### config.mk
export PLATFORM = sky130hd
export DESIGN_NAME = sar_adc_serial_readout
export DESIGN_NICKNAME = d
export VERILOG_FILES = /design/src/shared/sar_pkg.sv /design/src/verilog/sar_adc_serial_readout.sv
export VERILOG_INCLUDE_DIRS = /design/src /design/src/shared
export SDC_FILE = /design/constraint.sdc
export NUM_CORES = 1
export LEC_CHECK = 0
export ABC_CLOCK_PERIOD_IN_PS = 5500
export BUFFER_PORTS_ARGS = -buffer_cell sky130_fd_sc_hd__buf_2
export CAP_MARGIN = 15
export CORE_UTILIZATION = 44
export DETAILED_ROUTE_END_ITERATION = 8
export HOLD_SLACK_MARGIN = 0.15
export PLACE_DENSITY = 0.66
export SETUP_SLACK_MARGIN = 0.02
export SLEW_MARGIN = 0
export SYNTH_ARGS = -nofsm -noshare
export SYNTH_HDL_FRONTEND = slang
export SYNTH_SLANG_ARGS = --single-unit
### constraint.sdc
create_clock -name clk_i -period 5.5 [get_ports clk_i]
set_input_delay 0.55 -clock clk_i [delete_from_list [all_inputs] [get_ports clk_i]]
set_output_delay 0.55 -clock clk_i [all_outputs]
set_load 0.02 [all_outputs]
### src/shared/sar_consts.svh
// constants and summary of operation for the serial sar converter readout
// Summary of operation
// a falling edge of the active-low frame select starts a new conversion
// the host keeps frame select low for the whole conversion and readout frame
// while frame select is high the converter only samples, never converts
// a frame is two null bits then fourteen result bits, most significant first
// output changes on falling shift-clock edges; host captures on the next rising edge
// approximation steps advance on the host shift clock, no internal conversion clock
// result is unsigned straight binary, zero at lowest input, all ones at full scale
// bits shifted out belong to the conversion running in the same frame
// serial output is released to high impedance while frame select is high
`ifndef SAR_CONSTS_SVH
`define SAR_CONSTS_SVH
`define SAR_RES_BITS   14
`define SAR_NULL_BITS  2
`define SAR_FRAME_BITS 16
`define SAR_CNT_W      5
`define SAR_FIFO_W     14
`define SAR_FIFO_DEPTH 32
`define SAR_FIFO_AW    5
`endif

### src/shared/sar_pkg.sv
// types for the serial sar converter readout
package sar_pkg;
  typedef enum logic [2:0] {
    ST_SAMPLE = 3'b001,
    ST_NULL   = 3'b010,
    ST_DATA   = 3'b100
  } frame_state_t;
endpackage

### src/verilog/sar_adc_serial_readout.sv
// serial conversion and readout logic of a 14-bit sar converter, with sample fifo
`timescale 1ns/1ns
`include "sar_consts.svh"

////////////////////////////////////////////////////////////////////////////////
module sample_fifo #(
  parameter int WIDTH = `SAR_FIFO_W,
  parameter int DEPTH = `SAR_FIFO_DEPTH,
  parameter int AW    = `SAR_FIFO_AW
) (
  input  wire logic             clk_i,     // system clock
  input  wire logic             reset_i,   // async reset, active high
  input  wire logic             ce_i,      // clock enable
  input  wire logic [WIDTH-1:0] in_data_i, // word to store
  input  wire logic             in_valid_i,// word offered
  output logic                  in_ready_o,// room available
  output logic      [WIDTH-1:0] out_data_o,// head word
  output logic                  out_valid_o,// head valid
  input  wire logic             out_ready_i // consumer takes head
);
  logic [WIDTH-1:0] mem_reg [DEPTH];
  logic [AW-1:0]    wr_reg;
  logic [AW-1:0]    rd_reg;
  logic [AW:0]      cnt_reg;
  logic             push;
  logic             pop;

  assign in_ready_o  = (cnt_reg != (AW+1)'(DEPTH));
  assign out_valid_o = (cnt_reg != '0);
  assign out_data_o  = mem_reg[rd_reg];
  assign push        = in_valid_i && in_ready_o;
  assign pop         = out_valid_o && out_ready_i;

  always_ff @(posedge clk_i) begin
    if (ce_i && push) begin
      mem_reg[wr_reg] <= in_data_i;
    end
  end

  always_ff @(posedge clk_i or posedge reset_i) begin
    if (reset_i) begin
      wr_reg  <= '0;
      rd_reg  <= '0;
      cnt_reg <= '0;
    end else if (ce_i) begin
      if (push) begin
        wr_reg <= wr_reg + 1'b1;
      end
      if (pop) begin
        rd_reg <= rd_reg + 1'b1;
      end
      if (push && !pop) begin
        cnt_reg <= cnt_reg + 1'b1;
      end else if (pop && !push) begin
        cnt_reg <= cnt_reg - 1'b1;
      end
    end
  end
endmodule

////////////////////////////////////////////////////////////////////////////////
module sar_adc_serial_readout
  import sar_pkg::*;
(
  input  wire logic                     clk_i,         // 125 mhz system clock
  input  wire logic                     reset_i,       // async reset, active high
  input  wire logic                     ce_i,          // clock enable, freezes all state
  input  wire logic                     sel_n_i,       // frame select pin, active low
  input  wire logic                     sclk_i,        // host shift clock pin
  input  wire logic                     cmp_i,         // comparator: input above trial level
  output logic      [`SAR_RES_BITS-1:0] trial_o,       // trial code to the dac
  output logic                          track_o,       // sample switch closed
  output logic                          sdo_o,         // serial data out
  output logic                          sdo_oe_o,      // serial data output enable
  output logic      [`SAR_RES_BITS-1:0] sample_data_o, // fifo head: finished result
  output logic                          sample_valid_o,// fifo head valid
  input  wire logic                     sample_ready_i,// consumer takes a result
  output logic                          overrun_o      // result dropped, fifo full
);
  logic [2:0] sel_sync_reg;
  logic [2:0] sclk_sync_reg;
  logic       sel_fall;
  logic       sclk_fall;
  logic       sclk_rise;
  frame_state_t                state_reg;
  logic [`SAR_CNT_W-1:0]       bit_reg;
  logic [`SAR_RES_BITS-1:0]    res_reg;
  logic [`SAR_RES_BITS-1:0]    trial_reg;
  logic [`SAR_RES_BITS-1:0]    mask_reg;
  logic                        sdo_reg;
  logic                        oe_reg;
  logic                        push_reg;
  logic                        ovr_reg;
  logic [`SAR_RES_BITS-1:0]    fifo_dout;
  logic                        fifo_valid;
  logic                        fifo_ready;
  logic [`SAR_RES_BITS-1:0]    head_reg;
  logic                        head_vld_reg;
  logic                        fifo_pop;

  // stage 0 is only read by stage 1; edges come from stages 1 and 2
  // each chain resets to its pin's idle level so no false edge follows reset
  always_ff @(posedge clk_i or posedge reset_i) begin
    if (reset_i) begin
      sel_sync_reg  <= 3'h7;
      sclk_sync_reg <= 3'h0;
    end else if (ce_i) begin
      sel_sync_reg  <= {sel_sync_reg[1:0], sel_n_i};
      sclk_sync_reg <= {sclk_sync_reg[1:0], sclk_i};
    end
  end

  assign sel_fall  = sel_sync_reg[2] && !sel_sync_reg[1];
  assign sclk_fall = sclk_sync_reg[2] && !sclk_sync_reg[1];
  assign sclk_rise = !sclk_sync_reg[2] && sclk_sync_reg[1];

  ////////////////////////////////////////////////////////////////////////////////
  // frame sequencer; a raised select aborts any frame, so the host must hold it low
  always_ff @(posedge clk_i or posedge reset_i) begin
    if (reset_i) begin
      state_reg <= ST_SAMPLE;
      bit_reg   <= '0;
    end else if (ce_i) begin
      if (sel_sync_reg[1]) begin
        state_reg <= ST_SAMPLE;
        bit_reg   <= '0;
      end else begin
        case (state_reg)
          ST_SAMPLE: begin
            if (sel_fall) begin
              state_reg <= ST_NULL;
              bit_reg   <= '0;
            end
          end
          ST_NULL: begin
            if (sclk_fall) begin
              bit_reg <= bit_reg + 1'b1;
              if (bit_reg == `SAR_CNT_W'(`SAR_NULL_BITS - 1)) begin
                state_reg <= ST_DATA;
              end
            end
          end
          ST_DATA: begin
            if (sclk_fall && bit_reg != `SAR_CNT_W'(`SAR_FRAME_BITS)) begin
              bit_reg <= bit_reg + 1'b1;
            end
          end
          default: begin
            state_reg <= ST_SAMPLE;
          end
        endcase
      end
    end
  end

  ////////////////////////////////////////////////////////////////////////////////
  // approximation: from the second falling shift edge of the frame, each falling edge decides one bit until all 14 are decided
  always_ff @(posedge clk_i or posedge reset_i) begin
    if (reset_i) begin
      res_reg   <= '0;
      mask_reg  <= '0;
      trial_reg <= '0;
    end else if (ce_i) begin
      if (state_reg == ST_SAMPLE) begin
        res_reg   <= '0;
        mask_reg  <= {1'b1, {(`SAR_RES_BITS-1){1'b0}}};
        trial_reg <= {1'b1, {(`SAR_RES_BITS-1){1'b0}}};
      end else if (sclk_fall && mask_reg != '0 &&
                   (state_reg == ST_DATA ||
                    bit_reg == `SAR_CNT_W'(`SAR_NULL_BITS - 1))) begin
        // keep the trial bit when the input is above the trial level
        res_reg   <= cmp_i ? (res_reg | mask_reg) : res_reg;
        trial_reg <= (cmp_i ? trial_reg : (trial_reg & ~mask_reg)) | (mask_reg >> 1);
        mask_reg  <= mask_reg >> 1;
      end
    end
  end

  ////////////////////////////////////////////////////////////////////////////////
  // serial out: the decided bit goes out the same falling edge it is decided
  always_ff @(posedge clk_i or posedge reset_i) begin
    if (reset_i) begin
      sdo_reg <= 1'b0;
      oe_reg  <= 1'b0;
    end else if (ce_i) begin
      oe_reg <= !sel_sync_reg[1];
      if (state_reg == ST_SAMPLE) begin
        sdo_reg <= 1'b0;
      end else if (sclk_fall) begin
        if (state_reg == ST_NULL && bit_reg != `SAR_CNT_W'(`SAR_NULL_BITS - 1)) begin
          sdo_reg <= 1'b0;
        end else if (mask_reg != '0) begin
          sdo_reg <= cmp_i;
        end else begin
          sdo_reg <= 1'b0;
        end
      end
    end
  end

  ////////////////////////////////////////////////////////////////////////////////
  // finished results into the fifo; a full fifo drops the word and flags it
  always_ff @(posedge clk_i or posedge reset_i) begin
    if (reset_i) begin
      push_reg <= 1'b0;
      ovr_reg  <= 1'b0;
    end else if (ce_i) begin
      push_reg <= sclk_fall && state_reg == ST_DATA &&
                  mask_reg == `SAR_RES_BITS'(1);
      ovr_reg  <= push_reg && !fifo_ready;
    end
  end

  sample_fifo #(
    .WIDTH (`SAR_RES_BITS),
    .DEPTH (`SAR_FIFO_DEPTH),
    .AW    (`SAR_FIFO_AW)
  ) u_fifo (
    .clk_i       (clk_i),
    .reset_i     (reset_i),
    .ce_i        (ce_i),
    .in_data_i   (res_reg),
    .in_valid_i  (push_reg),
    .in_ready_o  (fifo_ready),
    .out_data_o  (fifo_dout),
    .out_valid_o (fifo_valid),
    .out_ready_i (fifo_pop)
  );

  // registered output stage so the result port comes from flip-flops
  assign fifo_pop = fifo_valid && (!head_vld_reg || sample_ready_i);

  always_ff @(posedge clk_i or posedge reset_i) begin
    if (reset_i) begin
      head_reg     <= '0;
      head_vld_reg <= 1'b0;
    end else if (ce_i) begin
      if (fifo_pop) begin
        head_reg     <= fifo_dout;
        head_vld_reg <= 1'b1;
      end else if (sample_ready_i) begin
        head_vld_reg <= 1'b0;
      end
    end
  end

  assign trial_o        = trial_reg;
  // one-hot sample bit of the state flip-flops
  assign track_o        = state_reg[0];
  assign sdo_o          = sdo_reg;
  assign sdo_oe_o       = oe_reg;
  assign sample_data_o  = head_reg;
  assign sample_valid_o = head_vld_reg;
  assign overrun_o      = ovr_reg;

  ////////////////////////////////////////////////////////////////////////////////
  sample_only_a : assert property (@(posedge clk_i) disable iff (reset_i)
    (ce_i && $past(ce_i) && $past(sel_sync_reg[1])) |-> state_reg == ST_SAMPLE)
    else $error("frame left sampling while select high");

  frame_start_a : assert property (@(posedge clk_i) disable iff (reset_i)
    (ce_i && state_reg == ST_SAMPLE && sel_fall && !sel_sync_reg[1]) |=>
      (!ce_i || sel_sync_reg[1] || state_reg == ST_NULL))
    else $error("falling select did not start a frame");

  output_release_a : assert property (@(posedge clk_i) disable iff (reset_i)
    (ce_i && sel_sync_reg[1]) |=> (!ce_i || !sdo_oe_o))
    else $error("output driven while select high");

  null_bits_a : assert property (@(posedge clk_i) disable iff (reset_i)
    (state_reg == ST_NULL) |-> !sdo_o)
    else $error("null bit not zero");

  sdo_edge_a : assert property (@(posedge clk_i) disable iff (reset_i)
    (ce_i && $past(ce_i) && !$past(sclk_fall) && state_reg != ST_SAMPLE
     && $past(state_reg) != ST_SAMPLE) |-> $stable(sdo_o))
    else $error("output changed without falling shift edge");

  step_bit_a : assert property (@(posedge clk_i) disable iff (reset_i)
    (ce_i && !sclk_fall && state_reg != ST_SAMPLE) |=> (!ce_i || $stable(mask_reg)))
    else $error("approximation step without shift edge");

  same_frame_a : assert property (@(posedge clk_i) disable iff (reset_i)
    (ce_i && sclk_fall && state_reg == ST_DATA && mask_reg != '0 && !sel_sync_reg[1])
      |=> (!ce_i || sdo_o == ((res_reg & $past(mask_reg)) != '0)))
    else $error("output bit differs from current decision");

  fifo_full_a : assert property (@(posedge clk_i) disable iff (reset_i)
    (ce_i && push_reg && !fifo_ready) |=> (!ce_i || overrun_o))
    else $error("dropped result not flagged");
endmodule

==> impl_metrics.yaml, run 1 <==
timing:
  finalHoldViolCount: 0
  max_slew_margin_pct: 26.3
  period_share_pct: 65.9
  max_freq_mhz: 276
  setup_viol: 0
  hold_slack_ns: 0.196
  period_needed_ns: 3.63
  fin_ws_ns: 1.87
  setup_tns_ns: 0
  worst_pin_slew_ns: 1.10
  rsz0062_at_grt: "false"
  skew_ns: 0.0198
  slew_violations: 0
setup_path:
  crit_fanout: 6
  rr_startpoint: "u_fifo.cnt_reg[0]"
  worst_path_max_delay_cell: "or4_1"
  arrival_ns: 4.13
  crit_top_cell: "ha_1"
  max_stage_delay_ns: 0.71
  end_kind: "flop"
  crit_chain: "or4_1 > or2_2 > and2_1 > ha_1 > inv_1 > ha_1 > or4b_2 > o221a_2 > o211ai_1 > xor2_1"
  critPathKind: "flop to flop"
  cp-start-kind: "flop"
  startpoint: "u_fifo.cnt_reg[0]"
  critPathRequiredTime_ns: 6.01
placement:
  place_area_um2: 22700
  portBuffers: 39
  post-place-ws_ns: 1.89
  gp_congestion: 0.821
  dp_hpwl_mm: 27.5
logic_synthesis:
  yosysWarnings: 0
  synthArstFlopShare_pct: 16.9
  avgSynthCellArea_um2: 17.5
  synth_cell_type_count: 66
  seq_area_frac_synth_pct: 72.7
  ys_seq_elements: 539
  synth-edff-count: 448
  yosysMostFrequentCell: "edfxtp_1"
  synthTopCellsByCount: "448 x edfxtp_1, 87 x dfrtp_1, 84 x mux4_2, 80 x nand2_1, 72 x mux2i_1"
  synth_top_area_share_pct: 62.1
  synth_area_leader_cell: "edfxtp_1"
  ys_top_cells_by_area: "edfxtp_1 62%, dfrtp_1 10%, mux4_2 8.7%, mux2i_1 3.3%, nand2_1 1.4%"
  yosys_most_used_dff: "edfxtp_1"
  syn-instance-count: 1238
  synth_fp_nets: 1259
  syn-cell-area_um2: 21700
clock_tree:
  clock_latency_ns: 0.60
  clk_pin_slew_ns: 0.06
  cts_setup_buffers: 0
  cts_sinks: 539
  h-tree-depth: 2
  clockRootBuffer: "clkbuf_16"
  cts_hold_buffers: 1
  post_cts_resized: 0
  cts_tree: "yes"
  clockBufferDepth: 3
  numCtsBuffers: 53
detailed_routing:
  drc: 0
  detail-route-antenna-nets: 0
  vias: 11309
  drtPass1Iterations: 5
  totalWireLength_mm: 45.7
  vias_per_cell: 5.63
  wire_per_inst_um: 22.7
  initialDrtViolationCount: 966
cells_and_area:
  stdcell_area_um2: 24500
  nets: 1331
  antenna_cells: 0
  drive_gt1_share_pct: 22.1
  largest_reg_flops: 448
  syn_to_final_growth_pct: 13.0
grt:
  grt_busiest_layer: "met2"
  grt_use_met3_pct: 3.95
  grt_antenna_before_repair: 0
  grt_pass1_vias: 11258
  gr-usage-met2_pct: 28.5
  grt_max_degree: 52
  grt_use_met1_pct: 27.7
  grt_pass1_wl_mm: 69.5
  overflow: 0
  grt_usage_pct: 18.7
job:
  maxCapViolations: 0
power_and_ir_drop:
  p_leak_nw: 8.63
  fin_total_pwr_mw: 10.9
  irDropWorstVdd_mv: 0.290
  powerDensity_nw_per_um2: 445
min_path:
  min_path_type: "primary input to flop"
  min-delay-start: "sclk_i"
die:
  start_util_pct: 45.0
  fp.dieW_um: 224
  num_rows: 80
  fp.dieH_um: 224
  io_pins: 40
  coreArea_um2: 48100
  design.die.area_um2: 50100
status:
  status: "complete, no violations"
==> stage by stage <==
stage / utilization, % / std cells
floorplan: - / 1238
global route: 50.8 / 2009
global placement: 47.1 / 1897
CTS: 50.6 / 2000
detailed placement: 47.2 / 1901
finish: 50.8 / 2009
==> report_power, final <==
| part | total (mW) | switching [mW] | internal [mW] |
|---|---|---|---|
| sequential | 4.83 | 0.305 | 4.52 |
| clock | 3.48 | 1.48 | 2.00 |
| combinational | 2.57 | 1.41 | 1.16 |
| total | 10.9 | 3.19 | 7.69 |
==> critical path: cells and delay by family (launching register included) <==
kind | cells | cell delay, ns
DFF | 1 | 0.43
buffers and inverters | 1 | 0.18
AOI/OAI and AO/OA | 2 | 0.37
and+or+nand+nor | 4 | 1.90
xor gates and xnor gates | 1 | 0.16
adders and majority gates | 2 | 0.52
==> area by class of cell <==
class                      instances  area [um^2]
tap                              656          821
inverter                          26          100
clock inverter                    25          225
fill                            3908        23700
clock buffer                      73         1430
sequential                       539        15700
timing repair buffer              95          644
multi-input combinational        595         5500
==> worst paths after layout <==
check | cells past startpoint | slack (ns) | endpoint
max | 10 | 1.87 | u_fifo.cnt_reg[5]
min | 2 | 0.20 | sclk_sync_reg[0]
max reg2reg | 10 | 1.87 | u_fifo.cnt_reg[5]
min reg2reg | 2 | 0.48 | sample_data_o[13]
max in group asynchronous | 4 | 3.83 | u_fifo.rd_reg[1]
min in group asynchronous | 3 | 0.57 | sclk_sync_reg[2]
==> per-layer routing <==
metal | up-vias | part of all wire [%]
li1 | 5083 | -
met1 | 5805 | 46
met2 | 364 | 46
met3 | 57 | 6.9
met5 | - | 0
met4 | 0 | 1.5
==> kinds of logic (layout without fill, tap and decap cells) <==
group / after synthesis / in the layout / synth area share [%]
flops: 539 / 539 / 72.7
compound gates: 215 / 215 / 7.29
simple gates: 190 / 190 / 4.19
xor+xnor: 13 / 13 / 0.526
buf+inv: 104 / 219 / 2.07
mux: 163 / 163 / 12.4
fa+ha+maj: 14 / 14 / 0.844
==> cells in the final DEF, fill, tap and decap left out, drive strengths merged, types with 28 or more instances in the layout <==
| cell | instances |
|---|---|
| o21ai | 28 |
| inv | 28 |
| dfrtp | 87 |
| nor2 | 44 |
| buf | 94 |
| mux4 | 84 |
| a21oi | 31 |
| mux2i | 72 |
| nand2 | 80 |
| o22ai | 42 |
| clkbuf | 73 |
| o31ai | 30 |
| edfxtp | 448 |
Power figures use the tool's default switching activity.
==> run 2, diff against run 1 <==
- ABC_CLOCK_PERIOD_IN_PS: 5500 -> 3000
- PLACE_DENSITY: 0.66 -> 0.69
- clock period: 5.5 -> 3 ns (I/O delays scaled with it)
==> impl_metrics.yaml, run 2 (synthesized netlist as in run 1, its figures left out) <==
status:
  status: "complete, no violations"
placement:
  portBuffers: 39
  place_area_um2: 23000
  gp_congestion: 0.790
  dp_hpwl_mm: 26.5
  post-place-ws_ns: -0.0193
detailed_routing:
  totalWireLength_mm: 46.1
  wire_per_inst_um: 22.7
  vias: 11516
  drc: 0
  initialDrtViolationCount: 1137
  drtPass1Iterations: 5
  vias_per_cell: 5.67
  detail-route-antenna-nets: 0
die:
  start_util_pct: 45.0
  io_pins: 40
  fp.dieW_um: 224
  num_rows: 80
  fp.dieH_um: 224
  coreArea_um2: 48100
  design.die.area_um2: 50100
power_and_ir_drop:
  irDropWorstVdd_mv: 0.538
  p_leak_nw: 8.81
  powerDensity_nw_per_um2: 822
  fin_total_pwr_mw: 20.4
timing:
  max_freq_mhz: 345
  slew_violations: 0
  finalHoldViolCount: 0
  rsz0062_at_grt: "false"
  period_share_pct: 96.7
  skew_ns: 0.0275
  setup_viol: 0
  period_needed_ns: 2.90
  hold_slack_ns: 0.407
  worst_pin_slew_ns: 1.16
  max_slew_margin_pct: 22.5
  fin_ws_ns: 0.0981
setup_path:
  path_buf_inv: 1
  arrival_ns: 3.42
  rrSetupSlack_ns: 0.1
  critPathKind: "flop to flop"
  rr_startpoint: "u_fifo.cnt_reg[0]"
  startpoint: "u_fifo.cnt_reg[0]"
  critPathTopFamily: "simple AND/OR/NAND/NOR gates"
  crit_chain: "or4_4 > or2_4 > and2_4 > ha_4 > inv_6 > ha_4 > or4b_4 > o221a_4 > o211ai_1 > xor2_1"
  r2r_cells: 10
  worst_path_max_delay_cell: "or4_4"
  reg2reg_to: "u_fifo.cnt_reg[5]"
  critPathRequiredTime_ns: 3.52
  cp-start-kind: "flop"
  crit_top_cell: "ha_4"
  crit_path_end: "u_fifo.cnt_reg[5]"
  end_kind: "flop"
  crit_fanout: 5
  max_stage_delay_ns: 0.58
  worst-path-stages: 10
cells_and_area:
  syn_to_final_growth_pct: 14.8
  most-common-layout-cells: "448 x edfxtp_1, 85 x dfrtp_1, 84 x mux4_2"
  largest_reg_flops: 448
  drive_gt1_share_pct: 23.9
  antenna_cells: 0
  stdcell_area_um2: 24900
  final_common_cell: "edfxtp_1"
  fin_util_pct: 51.7
  nets: 1353
grt:
  grt_usage_pct: 18.5
  overflow: 0
  grt_max_degree: 61
  grt_pass1_wl_mm: 69.4
  grt_pass1_vias: 11487
  grt_antenna_before_repair: 0
clock_tree:
  clockBufferDepth: 3
  clk_pin_slew_ns: 0.06
  clockRootBuffer: "clkbuf_16"
  clock_latency_ns: 0.61
  cts_tree: "yes"
  numCtsBuffers: 53
  h-tree-depth: 2
  cts_sinks: 539
job:
  maxCapViolations: 0
min_path:
  min_path_type: "primary input to async pin"
-- run 2: changes by cell type in the layout (fill, tap and decap cells not counted), sizes merged --
cell         change
dlygate4sd3      +5
clkinvlp         +1
clkbuf           -6
clkinv           +5
buf             +17
-- run 2: routing by layer --
metal / routed length [um] / track usage, % / part of all wire (%)
met1: 20400 / 26.4 / 44
met3: 2850 / 3.53 / 6.2
met4: 926 / 5.21 / 2.0
met2: 21900 / 29.2 / 48
met5: 0 / 0 / 0
-- run 2: area by class of cell --
cell class / count / area, um^2
Clock inverter: 31 / 285
Multi-Input combinational cell: 595 / 5560
Tap cell: 656 / 821
Clock buffer: 67 / 1440
Timing Repair Buffer: 117 / 918
Fill cell: 3779 / 23300
Sequential cell: 539 / 15700
Inverter: 26 / 105
-- run 2: timing repair --
action / 4_1_cts / 5_1_grt
pin swaps: 0 / 9
hold buffers: 6 / 0
endpoints found under the setup margin: 1 / 1
endpoints found under the hold margin: 62 / 0
resized for setup: 1 / 3
setup buffers: 0 / 3
-- run 2: how the worst min path moves through the flow --
| stage | cells after the start | endpoint | startpoint | slack (ns) |
|---|---|---|---|---|
| 2_1_floorplan | 1 | sclk_sync_reg[0] | sclk_i | 0.45 |
| 3_3_place_gp | 2 | sample_data_o[5] | sample_data_o[5] | 0.47 |
| 3_5_place_dp | 2 | sample_data_o[11] | sample_data_o[11] | 0.46 |
| 4_1_cts | 3 | u_fifo.rd_reg[1] | reset_i | 0.41 |
| 5_1_grt | 3 | u_fifo.wr_reg[4] | reset_i | 0.47 |
| 6_report | 3 | u_fifo.wr_reg[4] | reset_i | 0.41 |
-- run 2: metrics by stage --
stage          setup TNS (ns)  std cells
2_1_floorplan               0       1238
3_3_place_gp                0       1921
3_5_place_dp          -0.0193       1921
4_1_cts                     0       2025
5_1_grt                     0       2031
6_report                    0       2031
-- run 2: worst reg2reg max path, stage by stage (launching register included) --
cell	delay, ns
dfrtp_1	0.38
or4_4	0.58
or2_4	0.27
and2_4	0.16
ha_4	0.18
inv_6	0.08
ha_4	0.19
or4b_4	0.47
o221a_4	0.25
o211ai_1	0.11
xor2_1	0.15
-- run 2: where the power goes --
part / internal (mW) / leakage, nW / switching (mW)
Sequential: 8.29 / 5.40 / 0.468
Clock: 3.76 / 0.850 / 2.79
Combinational: 2.34 / 2.56 / 2.81
Total: 14.4 / 8.81 / 6.06
